`src/verilog/rtcm_pkg.sv`:
```
// Constants and types shared by the real-time clock core
package rtcm_pkg;

   // ***************************************************************
   // Widths and clocking
   // ***************************************************************
   localparam int TIMER_W       = 32;
   localparam int CNT_W         = 24;
   localparam int CLK_PERIOD_NS = 20;

   // ***************************************************************
   // Timing figures, in their own units
   // ***************************************************************
   localparam int MCD_TIME_US   = 100;
   localparam int XVLD_BLANK_MS = 2;

   // Least time in ns to whole clock cycles, rounded up, at least one
   function automatic int rtcm_cycles_up(input int t_ns);
      int c;
      c = (t_ns + CLK_PERIOD_NS - 1) / CLK_PERIOD_NS;
      return (c < 1) ? 1 : c;
   endfunction : rtcm_cycles_up

   localparam int MCD_CYCLES  = rtcm_cycles_up(MCD_TIME_US * 1000);
   localparam int XVLD_CYCLES = rtcm_cycles_up(XVLD_BLANK_MS * 1000000);

   // ***************************************************************
   // Control vector field positions
   // ***************************************************************
   localparam int CTL_W         = 8;
   localparam int CTL_MCD_EN    = 6;
   localparam int CTL_RUN       = 4;
   localparam int CTL_AUTO_RST  = 2;
   localparam logic [CTL_W-1:0] CTL_RST_VAL = 8'h00;

   // ***************************************************************
   // Reset values
   // ***************************************************************
   localparam logic [TIMER_W-1:0] TIMER_RST_VAL = 32'h00000000;
   localparam logic [CNT_W-1:0]   CNT_RST_VAL   = 24'h000000;

   // ***************************************************************
   // Types
   // ***************************************************************
   typedef enum logic [1:0] {
      ST_IDLE,
      ST_SET,
      ST_CAP
   } rtcm_state_t;

   // Where an event is sent: interrupt, wake-up, device reset
   typedef struct packed {
      logic irq;
      logic wake;
      logic rst;
   } rtcm_route_t;

   localparam rtcm_route_t ROUTE_NONE = 3'h0;

endpackage : rtcm_pkg

```
`src/verilog/rtcm_core.sv`:
```
// Real-time clock core: timer, alarm, auto-reset, clock monitors
//
// How it works
// - Detector enabled and oscillator stuck beyond 100 us sets the fail flag.
// - A detector timeout is routed to interrupt, wake-up or reset requests.
// - Crystal-valid output is forced invalid for 2 ms after crystal turn-on.
// - 32-bit timer counts each oscillator cycle while run bit is 1.
// - Alarm match is routed to interrupt, wake-up or reset requests.
// - With auto-reset, timer clears one oscillator cycle after alarm falls.
// - Control bit 2 set to 1 enables the auto-reset behaviour.
// - Timer is set or read through holding registers without stopping.
// - Set strobe copies holding registers into timer, then strobe clears.
// - Capture strobe copies timer into holding registers, then clears.
`timescale 1ns/10ps

module rtcm_core #(
   parameter logic [23:0] MCD_LIMIT  = 24'(rtcm_pkg::MCD_CYCLES),
   parameter logic [23:0] XVLD_LIMIT = 24'(rtcm_pkg::XVLD_CYCLES)
) (
   input  wire logic                                mclk,
   input  wire logic                                rstn,
   input  wire logic                                rtc_osc,
   input  wire logic [rtcm_pkg::CTL_W-1:0]          rtc_control_reg,
   input  wire logic [rtcm_pkg::TIMER_W-1:0]        alarm_value,
   input  wire logic                                hold_wr,
   input  wire logic [rtcm_pkg::TIMER_W-1:0]        hold_wdata,
   input  wire logic                                set_req,
   input  wire logic                                cap_req,
   input  wire logic                                osc_fail_clear,
   input  wire logic                                crystal_osc_enable,
   input  wire logic                                crystal_amplitude_ok,
   input  wire rtcm_pkg::rtcm_route_t               alarm_route,
   input  wire rtcm_pkg::rtcm_route_t               mcd_route,
   output logic [rtcm_pkg::TIMER_W-1:0]             capture_holding_regs,
   output logic                                     timer_set_strobe,
   output logic                                     timer_capture_strobe,
   output logic                                     oscillator_fail_flag,
   output logic                                     crystal_valid_indicator,
   output logic                                     alarm_active,
   output rtcm_pkg::rtcm_route_t                    alarm_req,
   output rtcm_pkg::rtcm_route_t                    mcd_req
);

   // ***************************************************************
   // Declarations
   // ***************************************************************
   rtcm_pkg::rtcm_state_t               state;
   rtcm_pkg::rtcm_state_t               next_state;
   logic                                osc_prev;
   logic [rtcm_pkg::TIMER_W-1:0]        timer;
   logic [rtcm_pkg::TIMER_W-1:0]        next_timer;
   logic [rtcm_pkg::TIMER_W-1:0]        next_hold;
   logic                                arst_pend;
   logic                                next_arst_pend;
   logic [rtcm_pkg::CNT_W-1:0]          stall_cnt;
   logic [rtcm_pkg::CNT_W-1:0]          next_stall_cnt;
   logic [rtcm_pkg::CNT_W-1:0]          blank_cnt;
   logic [rtcm_pkg::CNT_W-1:0]          next_blank_cnt;
   logic                                next_fail;
   wire                                 osc_edge;
   wire                                 osc_rise;
   wire                                 run_en;
   wire                                 auto_rst_en;
   wire                                 mcd_en;
   wire                                 set_now;
   wire                                 cap_now;
   wire                                 arst_now;
   wire                                 alarm_match;
   wire                                 alarm_fall;
   wire                                 alarm_rise;
   wire                                 fail_set;
   wire                                 blank_done;
   wire                                 stall_park;

   // ***************************************************************
   // Decoding
   // ***************************************************************
   assign run_en      = rtc_control_reg[rtcm_pkg::CTL_RUN];
   assign auto_rst_en = rtc_control_reg[rtcm_pkg::CTL_AUTO_RST];
   assign mcd_en      = rtc_control_reg[rtcm_pkg::CTL_MCD_EN];
   assign osc_edge    = rtc_osc ^ osc_prev;
   assign osc_rise    = rtc_osc & ~osc_prev;
   assign set_now     = (state == rtcm_pkg::ST_SET);
   assign cap_now     = (state == rtcm_pkg::ST_CAP);
   assign alarm_match = (timer == alarm_value);
   assign alarm_rise  = alarm_match & ~alarm_active;
   assign alarm_fall  = alarm_active & ~alarm_match;
   assign arst_now    = arst_pend & osc_rise;
   assign fail_set    = mcd_en & (stall_cnt == MCD_LIMIT);
   assign stall_park  = (stall_cnt == MCD_LIMIT + 24'h000001);
   assign blank_done  = (blank_cnt == XVLD_LIMIT);

   // ***************************************************************
   // Timer next value
   // ***************************************************************
   // Setting wins over auto-reset, which wins over counting
   assign next_timer = set_now  ? capture_holding_regs :
                       arst_now ? rtcm_pkg::TIMER_RST_VAL :
                       (run_en & osc_rise) ?
                       timer + 32'h00000001 : timer;

   // A new alarm fall re-arms the pending clear even as it fires
   assign next_arst_pend = (alarm_fall & auto_rst_en) |
                           (arst_pend & ~arst_now & ~set_now &
                            auto_rst_en);

   // Capture overrides a software write in the same cycle
   assign next_hold = cap_now ? timer :
                      hold_wr ? hold_wdata : capture_holding_regs;

   // ***************************************************************
   // Strobe sequencing
   // ***************************************************************
   always_comb begin
      case (state)
         rtcm_pkg::ST_IDLE: begin
            if (set_req) begin
               next_state = rtcm_pkg::ST_SET;
            end else if (cap_req) begin
               next_state = rtcm_pkg::ST_CAP;
            end else begin
               next_state = rtcm_pkg::ST_IDLE;
            end
         end
         default: begin
            next_state = rtcm_pkg::ST_IDLE;
         end
      endcase
   end

   // ***************************************************************
   // Missing-clock detector and crystal blanking counters
   // ***************************************************************
   // Clearing the flag restarts the stall count so the detector re-arms;
   // the count parks one past the limit so a timeout fires only once
   assign next_stall_cnt = (!mcd_en || osc_edge || osc_fail_clear) ?
                           rtcm_pkg::CNT_RST_VAL :
                           stall_park ? stall_cnt :
                           stall_cnt + 24'h000001;

   // Set wins over clear
   assign next_fail = fail_set |
                      (oscillator_fail_flag & ~osc_fail_clear);

   assign next_blank_cnt = !crystal_osc_enable ? rtcm_pkg::CNT_RST_VAL :
                           blank_done ? blank_cnt :
                           blank_cnt + 24'h000001;

   // ***************************************************************
   // Registers
   // ***************************************************************
   always_ff @(posedge mclk or negedge rstn) begin
      if (!rstn) begin
         state                <= rtcm_pkg::ST_IDLE;
         osc_prev             <= 1'b0;
         timer                <= rtcm_pkg::TIMER_RST_VAL;
         capture_holding_regs <= rtcm_pkg::TIMER_RST_VAL;
         arst_pend            <= 1'b0;
         alarm_active         <= 1'b0;
      end else begin
         state                <= next_state;
         osc_prev             <= rtc_osc;
         timer                <= next_timer;
         capture_holding_regs <= next_hold;
         arst_pend            <= next_arst_pend;
         alarm_active         <= alarm_match;
      end
   end

   always_ff @(posedge mclk or negedge rstn) begin
      if (!rstn) begin
         timer_set_strobe     <= 1'b0;
         timer_capture_strobe <= 1'b0;
      end else begin
         timer_set_strobe     <= (next_state == rtcm_pkg::ST_SET);
         timer_capture_strobe <= (next_state == rtcm_pkg::ST_CAP);
      end
   end

   always_ff @(posedge mclk or negedge rstn) begin
      if (!rstn) begin
         stall_cnt               <= rtcm_pkg::CNT_RST_VAL;
         oscillator_fail_flag    <= 1'b0;
         blank_cnt               <= rtcm_pkg::CNT_RST_VAL;
         crystal_valid_indicator <= 1'b0;
      end else begin
         stall_cnt               <= next_stall_cnt;
         oscillator_fail_flag    <= next_fail;
         blank_cnt               <= next_blank_cnt;
         crystal_valid_indicator <= crystal_osc_enable & blank_done &
                                    crystal_amplitude_ok;
      end
   end

   // Event requests are one-cycle pulses on the rising event
   always_ff @(posedge mclk or negedge rstn) begin
      if (!rstn) begin
         alarm_req <= rtcm_pkg::ROUTE_NONE;
         mcd_req   <= rtcm_pkg::ROUTE_NONE;
      end else begin
         alarm_req <= alarm_route & {3{alarm_rise}};
         mcd_req   <= mcd_route &
                      {3{fail_set & ~oscillator_fail_flag}};
      end
   end
endmodule : rtcm_core

```
`config.mk`:
```
export PLATFORM = sky130hd
export DESIGN_NAME = rtcm_core
export DESIGN_NICKNAME = d
export VERILOG_FILES = /design/src/verilog/rtcm_pkg.sv /design/src/verilog/rtcm_core.sv
export SDC_FILE = /design/constraint.sdc
export NUM_CORES = 1
export LEC_CHECK = 0
export ABC_CLOCK_PERIOD_IN_PS = 2760
export BUFFER_PORTS_ARGS = -buffer_cell sky130_fd_sc_hd__buf_2
export CAP_MARGIN = 30
export CORE_MARGIN = 4
export CORE_UTILIZATION = 25
export DETAILED_ROUTE_END_ITERATION = 8
export GPL_TIMING_DRIVEN = 0
export PLACE_DENSITY = 0.49
export SLEW_MARGIN = 15
export SYNTH_ARGS = -nofsm -noshare
export SYNTH_HDL_FRONTEND = slang
export SYNTH_SLANG_ARGS = --single-unit
```
`constraint.sdc`:
```
create_clock -name mclk -period 2.76 [get_ports mclk]
set_input_delay 0.276 -clock mclk [delete_from_list [all_inputs] [get_ports mclk]]
set_output_delay 0.276 -clock mclk [all_outputs]
set_load 0.01 [all_outputs]
```
# Word level (Yosys, flattened, before mapping)
# Cells that the tools add are included.
# classes
addsub	3
eq_ne	10
mux	12
bitwise_logic	26
n_reduce_logical	6
# op_table
operator	count
two-way mux 32 bit	5
two-way mux 24 bit	4
adder 24 x 1 -> 24 bit (second input constant)	2
== test 24 x 13 -> 1 bit (second input constant)	2
adder 32 x 1 -> 32 bit (second input constant)	1
== test 32 bit	1
== test 24 x 17 -> 1 bit (second input constant)	1
AND 1 bit	14
inverter 1 bit	7
AND 3 bit	2
two-way mux 2 bit	3
== test 2 x 1 -> 1 bit (second input constant)	2
== test 2 bit (second input constant)	2
nonzero test 3 bit	1
logical NOT 2 bit	1
logical OR 1 bit	2
inequality test 2 x 1 -> 1 bit (second input constant)	1
inequality test 2 bit (second input constant)	1
OR 1 bit	2
nonzero test 2 bit	1
logical NOT 1 bit	1
XOR 1 bit	1
# word_totals
reg_bits	127
input_bits	87
out_inout_bits	43
wordCells	75

# Depth between registers and ports, before layout
# Gate-level depths: netlist of the first run.
# depth
depth_word	8
ltp_mapped	8
ltp_nobuf	7

# Least setup slack after synthesis of the first run
# No wires, ideal clock.
# synth_path
path_kind	register -> register
start	reg timer[1] (netlist bit)
end	reg timer[24] (netlist bit)
setup_ns	0.111
arrival_time_ns	2.028
required_time_ns	2.649
setup_slack_ns	0.620
stages_incl_launch_ff	9
n_path_buf	2
period_less_slack_ns	2.140
path_cell_list	dfrtp_1 > ha_1 > clkbuf_1 > nand4_1 > or4_1 > buf_2 > nor3_2 > a211oi_1 > a2111oi_2
# synth_via
elab_chain_len	4
# synth_lines
element	line_no	source
from (decl)	rtcm_core.sv:50	logic [rtcm_pkg::TIMER_W-1:0] timer;
from (signal assigned)	rtcm_core.sv:156	timer <= rtcm_pkg::TIMER_RST_VAL;
from (signal assigned)	rtcm_core.sv:163	timer <= next_timer;
adder 32 x 1 -> 32 bit	rtcm_core.sv:100	timer + 32'h00000001 : timer;
two-way mux 32 bit	rtcm_core.sv:99	(run_en & osc_rise) ?
two-way mux 32 bit	rtcm_core.sv:98	arst_now ? rtcm_pkg::TIMER_RST_VAL :
two-way mux 32 bit	rtcm_core.sv:97	assign next_timer = set_now ? capture_holding_regs :
# No other way between the ends. The select of a mux whose other input is x is not followed.
# A chain may end at the register's enable or synchronous reset.

# Worst setup path in the final report of the first run
# layout_path
start	in rtc_osc
end	reg timer[13] (netlist bit)
# layout_via
elab_chain_len	4
word_cells_on_any_way	6
cone_classes	2 x mux; 3 x bitwise; 1 x reduce/logical
# layout_lines
element	line_no	source
from (decl)	rtcm_core.sv:22	input wire logic rtc_osc,
AND 1 bit (*)	rtcm_core.sv:82	assign osc_rise = rtc_osc & ~osc_prev;
AND 1 bit	rtcm_core.sv:88	assign arst_now = arst_pend & osc_rise;
two-way mux 32 bit	rtcm_core.sv:98	
two-way mux 32 bit	rtcm_core.sv:97	
# Every way passes the cells marked *; elsewhere a longest branch is shown, timed or not.

==> out/metrics.cfg, run 1 <==
[cells_and_area]
areaGrowthSynthToFinish_pct = 24.0
insertedDiodeCount = 0
fin_nets = 1013
final_cell_area_sq_um = 8920
register_area_sq_um = 3180
multi_input_area_sq_um = 3670
layout-drive-gt1-share_pct = 19.8
fillers = 3097

[yosys]
ys_types = 62
ys_ff_latch = 127
synth_most_common_cell = dfrtp_1
ys_warn_count = 0
synthArstFlopShare_pct = 100
netlist.area_leader.share_pct = 44.2
syn-mean-instance-area_sq_um = 9.28
synth_top_area_cell = dfrtp_1
syn_area_sq_um = 7190
postSynthCellCount = 775
synthTopCellsByCount = 127 x dfrtp_1, 86 x nand2_1, 66 x o21ai_0
synth_edf_count = 0
syn_nets = 869
ys.flop_type = dfrtp_1
ys_top_cells_by_area = dfrtp_1 44%, xnor2_1 6.3%, mux2i_1 4.9%
ys_seq_area_share_pct = 44.2

[grt]
grt_pass1_vias = 6266
overflow = 0
grt_pass1_wl_um = 35900
antenna_found_initial = 1
grt_max_degree = 90
grt_usage_pct = 14.7

[clock_tree]
clkLatencyLatePin_ps = 430
cts_made_buffers = 17
ctsHtreeMaxLevel = 4
cts.clk_slew.worst_paths_ps = 70
cts_tree = done
cts-root-buf = clkbuf_16
clock-sinks = 127
clockBufferDepth = 2
post_cts_buffers = 0

[sta]
hold_violations = 0
period_minus_slack_ps = 2570
relSlewSlack_pct = 41.8
finalCritPeriodShare_pct = 93.0
drv_slew = 0
max_freq_ghz = 0.389
tightestPinTransition_ps = 873
hold_ws_ps = 51.8
fin_worst_skew_ps = 12.2
rsz0062_at_grt = no
setup_viol = 0
fin_ws_ps = 192

[power]
peakVddDrop_mv = 0.337
comb_power_share_pct = 17.4
pwr-share-clk_pct = 41.4
p_sw_mw = 1.69
power_leakage_nw = 3.75
total_power_mw = 5.47
swShare_pct = 30.8
power_density_nw_per_um2 = 613
seq_power_share_pct = 41.1
p_int_mw = 3.79

[worst_setup_path]
path_max_fanout = 10
crit_chain = dlygate4sd3_1, buf_2, ha_1, and2_1, clkbuf_1, clkbuf_1, nand3_1, o21ai_0, a21oi_1
worstPathArrival_ps = 2870
crit_required_ps = 3070
critPathCaptureType = register
critPathMaxStageDelay_ps = 570
path_class = in -> reg
cp-start-kind = input pin
cpMostUsedCell = clkbuf_1
crit_slowest_cell = clkbuf_1

[worst_hold_path]
hold_path_class = in -> reg

[die]
die_y_um = 178
core_area_sq_um = 28100
design.die.area_sq_um = 31500
initial_utilization_pct = 25.6
io_pins = 130
fp.dieW_um = 178
row_count = 61

[placement]
dpl_cell_area_sq_um = 8320
post-dp-hpwl_um = 16500
gpl.final_weighted_congestion = 0.847
port_buffers = 123
place_ws_ps = 44.9

[route]
dr_total_vias = 6258
dr.pass1.iters = 4
wl_per_cell_um = 17.4
wirelength_um = 22800
viasPerCell = 4.78
drc = 0
postRouteAntennaNets = 0
drtIter0Drc = 335

[flow_run]
max_cap_violations = 0

[run_status]
status = finished, final reports clean

[path summary, 6_finish.rpt]
check / depth (start not counted) / start / end / slack [ps]
worst max-delay path: 9 / rtc_osc / timer[13] / 190
worst min-delay path: 2 / osc_fail_clear / oscillator_fail_flag / 50
worst max register to register: 7 / timer[1] / timer[24] / 240
worst min register to register: 2 / capture_holding_regs[31] / timer[31] / 520
max in group asynchronous: 3 / rstn / stall_cnt[17] / 1640
min in group asynchronous: 2 / rstn / capture_holding_regs[25] / 310
[metal layers]
metal / wire [um] / part of all wire (%) / track usage, %
met5: 13 / 0.057 / 0
met4: 320 / 1.4 / 3.77
met3: 1510 / 6.6 / 3.39
met2: 10700 / 47 / 24.1
met1: 10300 / 45 / 19.5
[worst max-delay path: cells and delay by family]
family | cells | cell delay, ps
buf+inv | 4 | 1540
compound gates | 2 | 280
fa+ha+maj | 1 | 390
simple gates | 2 | 360
[cells by family (layout without fill, tap and decap cells)]
family | after synthesis | after routing | synth area share (%)
mux | 36 | 36 | 5.03
flops | 127 | 127 | 44.2
buf+inv | 71 | 228 | 4.82
compound gates | 146 | 146 | 11.8
fa+ha+maj | 7 | 7 | 1.22
xor+xnor | 72 | 72 | 8.77
simple gates | 316 | 316 | 24.1
[per-stage QoR]
stage                     TNS [ps]  cells  util [%]
final                            0   1310      31.8
after global routing             0   1310      31.8
after CTS                        0   1311      31.8
after detailed placement         0   1277      29.6
after global placement      -70900   1276      29.5
after floorplan                  0    775         -
[cell usage in the layout, fill, tap and decap left out, drive strengths merged, types with 9 or more instances in the layout]
master    n
or3      12
inv      22
o21ai    69
nand4    34
mux2i    35
a21oi    39
nor3     14
nor2     36
buf     132
clkbuf   58
nand3    32
nor4     24
and3     13
and2     28
clkinv    9
xnor2    52
and4     10
xor2     20
dfrtp   127
nand2    86
[flip-flops by register name, summed over array words and instances, names as in the netlist, 2 cells and up]
name                  flops
alarm_req                 3
blank_cnt                24
capture_holding_regs     32
mcd_req                   3
stall_cnt                24
state                     2
timer                    32
[power groups by stage]
stage | Clock, mW | Sequential, mW | Combinational [mW]
after global routing | 2.41 | 2.27 | 1.06
after floorplan | 0 | 2.24 | 0.544
after global placement | 0 | 2.28 | 0.948
after detailed placement | 0 | 2.28 | 0.960
after CTS | 2.33 | 2.25 | 0.966
final | 2.27 | 2.25 | 0.954
[repair_timing]
item                                   in CTS  in global routing
resized for setup                           0                  3
setup endpoints to repair                   0                  3
endpoints found under the hold margin      39                  0
hold buffers                                2                  0
[final cells by class]
| type | instances | share of cell area [%] |
|---|---|---|
| buffer | 49 | 2.97 |
| clock buffer | 19 | 4.96 |
| clock inverter | 13 | 1.57 |
| inverter | 21 | 0.884 |
| multi-input combinational | 577 | 41.1 |
| sequential | 127 | 35.6 |
| tap | 378 | 5.30 |
| timing repair buffer | 126 | 7.55 |
Note: power is estimated with default switching activity, not from simulation.
==> run 2: changes to the inputs <==
--- a/config.mk
+++ b/config.mk
@@ -5,6 +5,7 @@
 export SDC_FILE = /design/constraint.sdc
 export NUM_CORES = 1
 export LEC_CHECK = 0
+export ABC_AREA = 1
 export ABC_CLOCK_PERIOD_IN_PS = 2760
 export BUFFER_PORTS_ARGS = -buffer_cell sky130_fd_sc_hd__buf_2
 export CAP_MARGIN = 30
==> run 2 against run 1 <==
  * Final cell count is 27% higher
  * Via count grew 24%
  * Clock-buffer cell count grew 1
  * Core utilization is 0.24 points lower
  * Critical path depth up 1
  * Hold slack got worse by 8.3 ps
  * Critical endpoint is now timer[30]
  * Highest routed layer is now met4
==> out/metrics.cfg, run 2 <==
[run_status]
status = finished, final reports clean

[die]
fp.dieW_um = 186  ; +4.5%
core_area_sq_um = 30800  ; +9.8%
initial_utilization_pct = 25.6  ; -0.042 points
die_y_um = 186  ; +4.5%
design.die.area_sq_um = 34400  ; +9.1%
io_pins = 130  ; unchanged
row_count = 64  ; +4.9%

[worst_setup_path]
crit_required_ps = 3100  ; +30 ps
worstPathArrival_ps = 2330  ; -540 ps
cpLargestDelayFamily = buffers and inverters
critPathCaptureType = register
path_depth = 10  ; +1
cpMostUsedCell = buf_2
crit_chain = dlygate4sd3_1, buf_2, ha_1, nand2_1, nand2_4, inv_2, buf_4, buf_2, nand3_1, a21oi_1
path_class = in -> reg
critPathMaxStageDelay_ps = 530  ; -40 ps
reg2regPathDepth = 8  ; +1
cp_num_buf_inv = 5  ; +1
path_max_fanout = 10  ; unchanged
crit_slowest_cell = dlygate4sd3_1
cp-start-kind = input pin

[yosys]
netlist.area_leader.share_pct = 40.3  ; -3.9 points
ys.flop_type = dfrtp_1
synthArstFlopShare_pct = 100  ; unchanged
syn-mean-instance-area_sq_um = 7.11  ; -23%
ys_top_cells_by_area = dfrtp_1 40%, nand2_1 12%, nand3_1 8.1%
syn_area_sq_um = 7880  ; +9.6%
syn_nets = 1202  ; +38%
synth_most_common_cell = nand2_1
ys_types = 44  ; -29%
postSynthCellCount = 1108  ; +43%
synth_edf_count = 0  ; unchanged
synthTopCellsByCount = 250 x nand2_1, 160 x inv_1, 143 x nor2_1
ys_seq_area_share_pct = 40.3  ; -3.9 points
ys_ff_latch = 127  ; unchanged
synth_top_area_cell = dfrtp_1
ys_warn_count = 0  ; unchanged

[grt]
grt_pass1_wl_um = 42200  ; +18%
grt_max_degree = 75  ; -17%
overflow = 0  ; unchanged
antenna_found_initial = 0  ; -1
grt_usage_pct = 15.6  ; +0.94 points
grt_pass1_vias = 7621  ; +22%

[clock_tree]
clock-sinks = 127  ; unchanged
cts_tree = done
cts.clk_slew.worst_paths_ps = 60  ; about the same
clockBufferDepth = 2  ; unchanged
cts_made_buffers = 17  ; unchanged
cts-root-buf = clkbuf_16
ctsHtreeMaxLevel = 4  ; unchanged
clkLatencyLatePin_ps = 430  ; about the same
postCtsHoldBufs = 2  ; unchanged
cts_resized = 0  ; unchanged
post_cts_buffers = 0  ; unchanged

[sta]
setup_viol = 0  ; unchanged
tightestPinTransition_ps = 675  ; -198 ps
period_minus_slack_ps = 1990  ; -577 ps
hold_violations = 0  ; unchanged
max_freq_ghz = 0.502  ; +29%
drv_slew = 0  ; unchanged
finalCritPeriodShare_pct = 72.1  ; -21 points
fin_worst_skew_ps = 12.8  ; +0.537 ps
rsz0062_at_grt = no
relSlewSlack_pct = 55.0  ; +13 points
fin_ws_ps = 770  ; +577 ps

[cells_and_area]
reg_top3 = capture_holding_regs x32, timer x32
fin_nets = 1347  ; +33%
fillers = 3390  ; +9.5%
final_common_cell = nand2_1
final_cell_area_sq_um = 9720  ; +8.9%
mostFrequentLayoutCells = 250 x nand2_1, 160 x inv_1, 143 x nor2_1, 134 x buf_2, 128 x nand3_1
layout-drive-gt1-share_pct = 17.9  ; -2.0 points
areaGrowthSynthToFinish_pct = 23.3
insertedDiodeCount = 0  ; unchanged

[worst_hold_path]
hold_path_class = in -> reg
whs_path_depth = 2  ; unchanged

[flow_run]
max_cap_violations = 0  ; unchanged

[route]
postRouteAntennaNets = 0  ; unchanged
drc = 0  ; unchanged
wl_per_cell_um = 16.0  ; -8.1%
drtIter0Drc = 532  ; +59%
dr.pass1.iters = 4  ; unchanged
viasPerCell = 4.66  ; -2.5%
dr_total_vias = 7741  ; +24%
wirelength_um = 26600  ; +17%

[placement]
dpl_cell_area_sq_um = 9030  ; +8.6%
port_buffers = 123  ; unchanged
place_ws_ps = 872  ; +827 ps
post-dp-hpwl_um = 20200  ; +22%
gpl.final_weighted_congestion = 0.840  ; -0.80%

[power]
power_leakage_nw = 4.69  ; +25%
peakVddDrop_mv = 0.349  ; +3.5%
power_density_nw_per_um2 = 663  ; +8.0%

-- run 2: cell count changes after synthesis, moves of 27 or more --
cell     previous run  this run
nand3_1            32       128
nor2_1             36       143
and2_1             28         1
mux2i_1            35         0
inv_1              21       160
xnor2_1            52        15
nand2_1            86       250
-- run 2: final timing paths --
kind,slack (ps),endpoint,from
max,770,timer[30],rtc_osc
min,40,state[1],set_req
max reg2reg,900,timer[29],osc_prev
min reg2reg,470,state[0],state[0]
max in group asynchronous,1620,capture_holding_regs[1],rstn
min in group asynchronous,360,blank_cnt[23],rstn
-- run 2: cells by family after synthesis --
family / synth area share (%)
buffers and inverters: 10.0
XOR/XNOR: 1.89
AO/OA/AOI/OAI: 11.7
flip-flops: 40.3
adder cells (fa/ha/maj): 1.11
AND/OR/NAND/NOR: 35.0
-- run 2: layout make-up --
| type | count | area (sq um) | share of cell area (%) |
|---|---|---|---|
| well taps | 396 | 495 | 5.10 |
| repair buffers | 126 | 673 | 6.93 |
| clock buffers | 20 | 467 | 4.80 |
| clock inverters | 12 | 203 | 2.09 |
| plain buffers | 31 | 158 | 1.62 |
| inverters | 169 | 634 | 6.53 |
| flip-flops and latches | 127 | 3180 | 32.7 |
| multi-input cells | 781 | 3910 | 40.2 |
-- run 2: power by group --
part / total [mW] / internal [mW] / switching (mW)
Clock: 2.63 / 1.68 / 0.943
Sequential: 2.43 / 2.08 / 0.350
Combinational: 1.38 / 0.518 / 0.860
Total: 6.44 / 4.29 / 2.15
-- run 2: routing by layer --
layer	track usage [%]	up-vias	wire length, um	share of wire, %
met5	0	-	0	0
li1	-	3899	-	-
met4	3.64	0	382	1.4
met3	2.87	22	1290	4.9
met2	25.9	181	12400	47
met1	21.2	3639	12500	47
-- run 2: metrics by stage --
stage,hold WS [ps],TNS (ps),cells,utilization [%],power (mW)
2_1_floorplan,-19.6,0,1108,-,3.27
3_3_place_gp,405,-84740,1627,29.2,3.83
3_5_place_dp,243,0,1628,29.3,3.85
4_1_cts,25.9,0,1662,31.5,6.50
5_1_grt,46.2,0,1662,31.5,6.79
6_report,43.5,0,1662,31.5,6.44
-- run 2: worst register-to-register path: cells and delay by family, from the launching register on --
family	cells	cell delay [ps]
AO/OA/AOI/OAI	2	190
adder cells (fa/ha/maj)	1	250
buffers and inverters	3	420
flip-flops	1	360
AND/OR/NAND/NOR	2	530
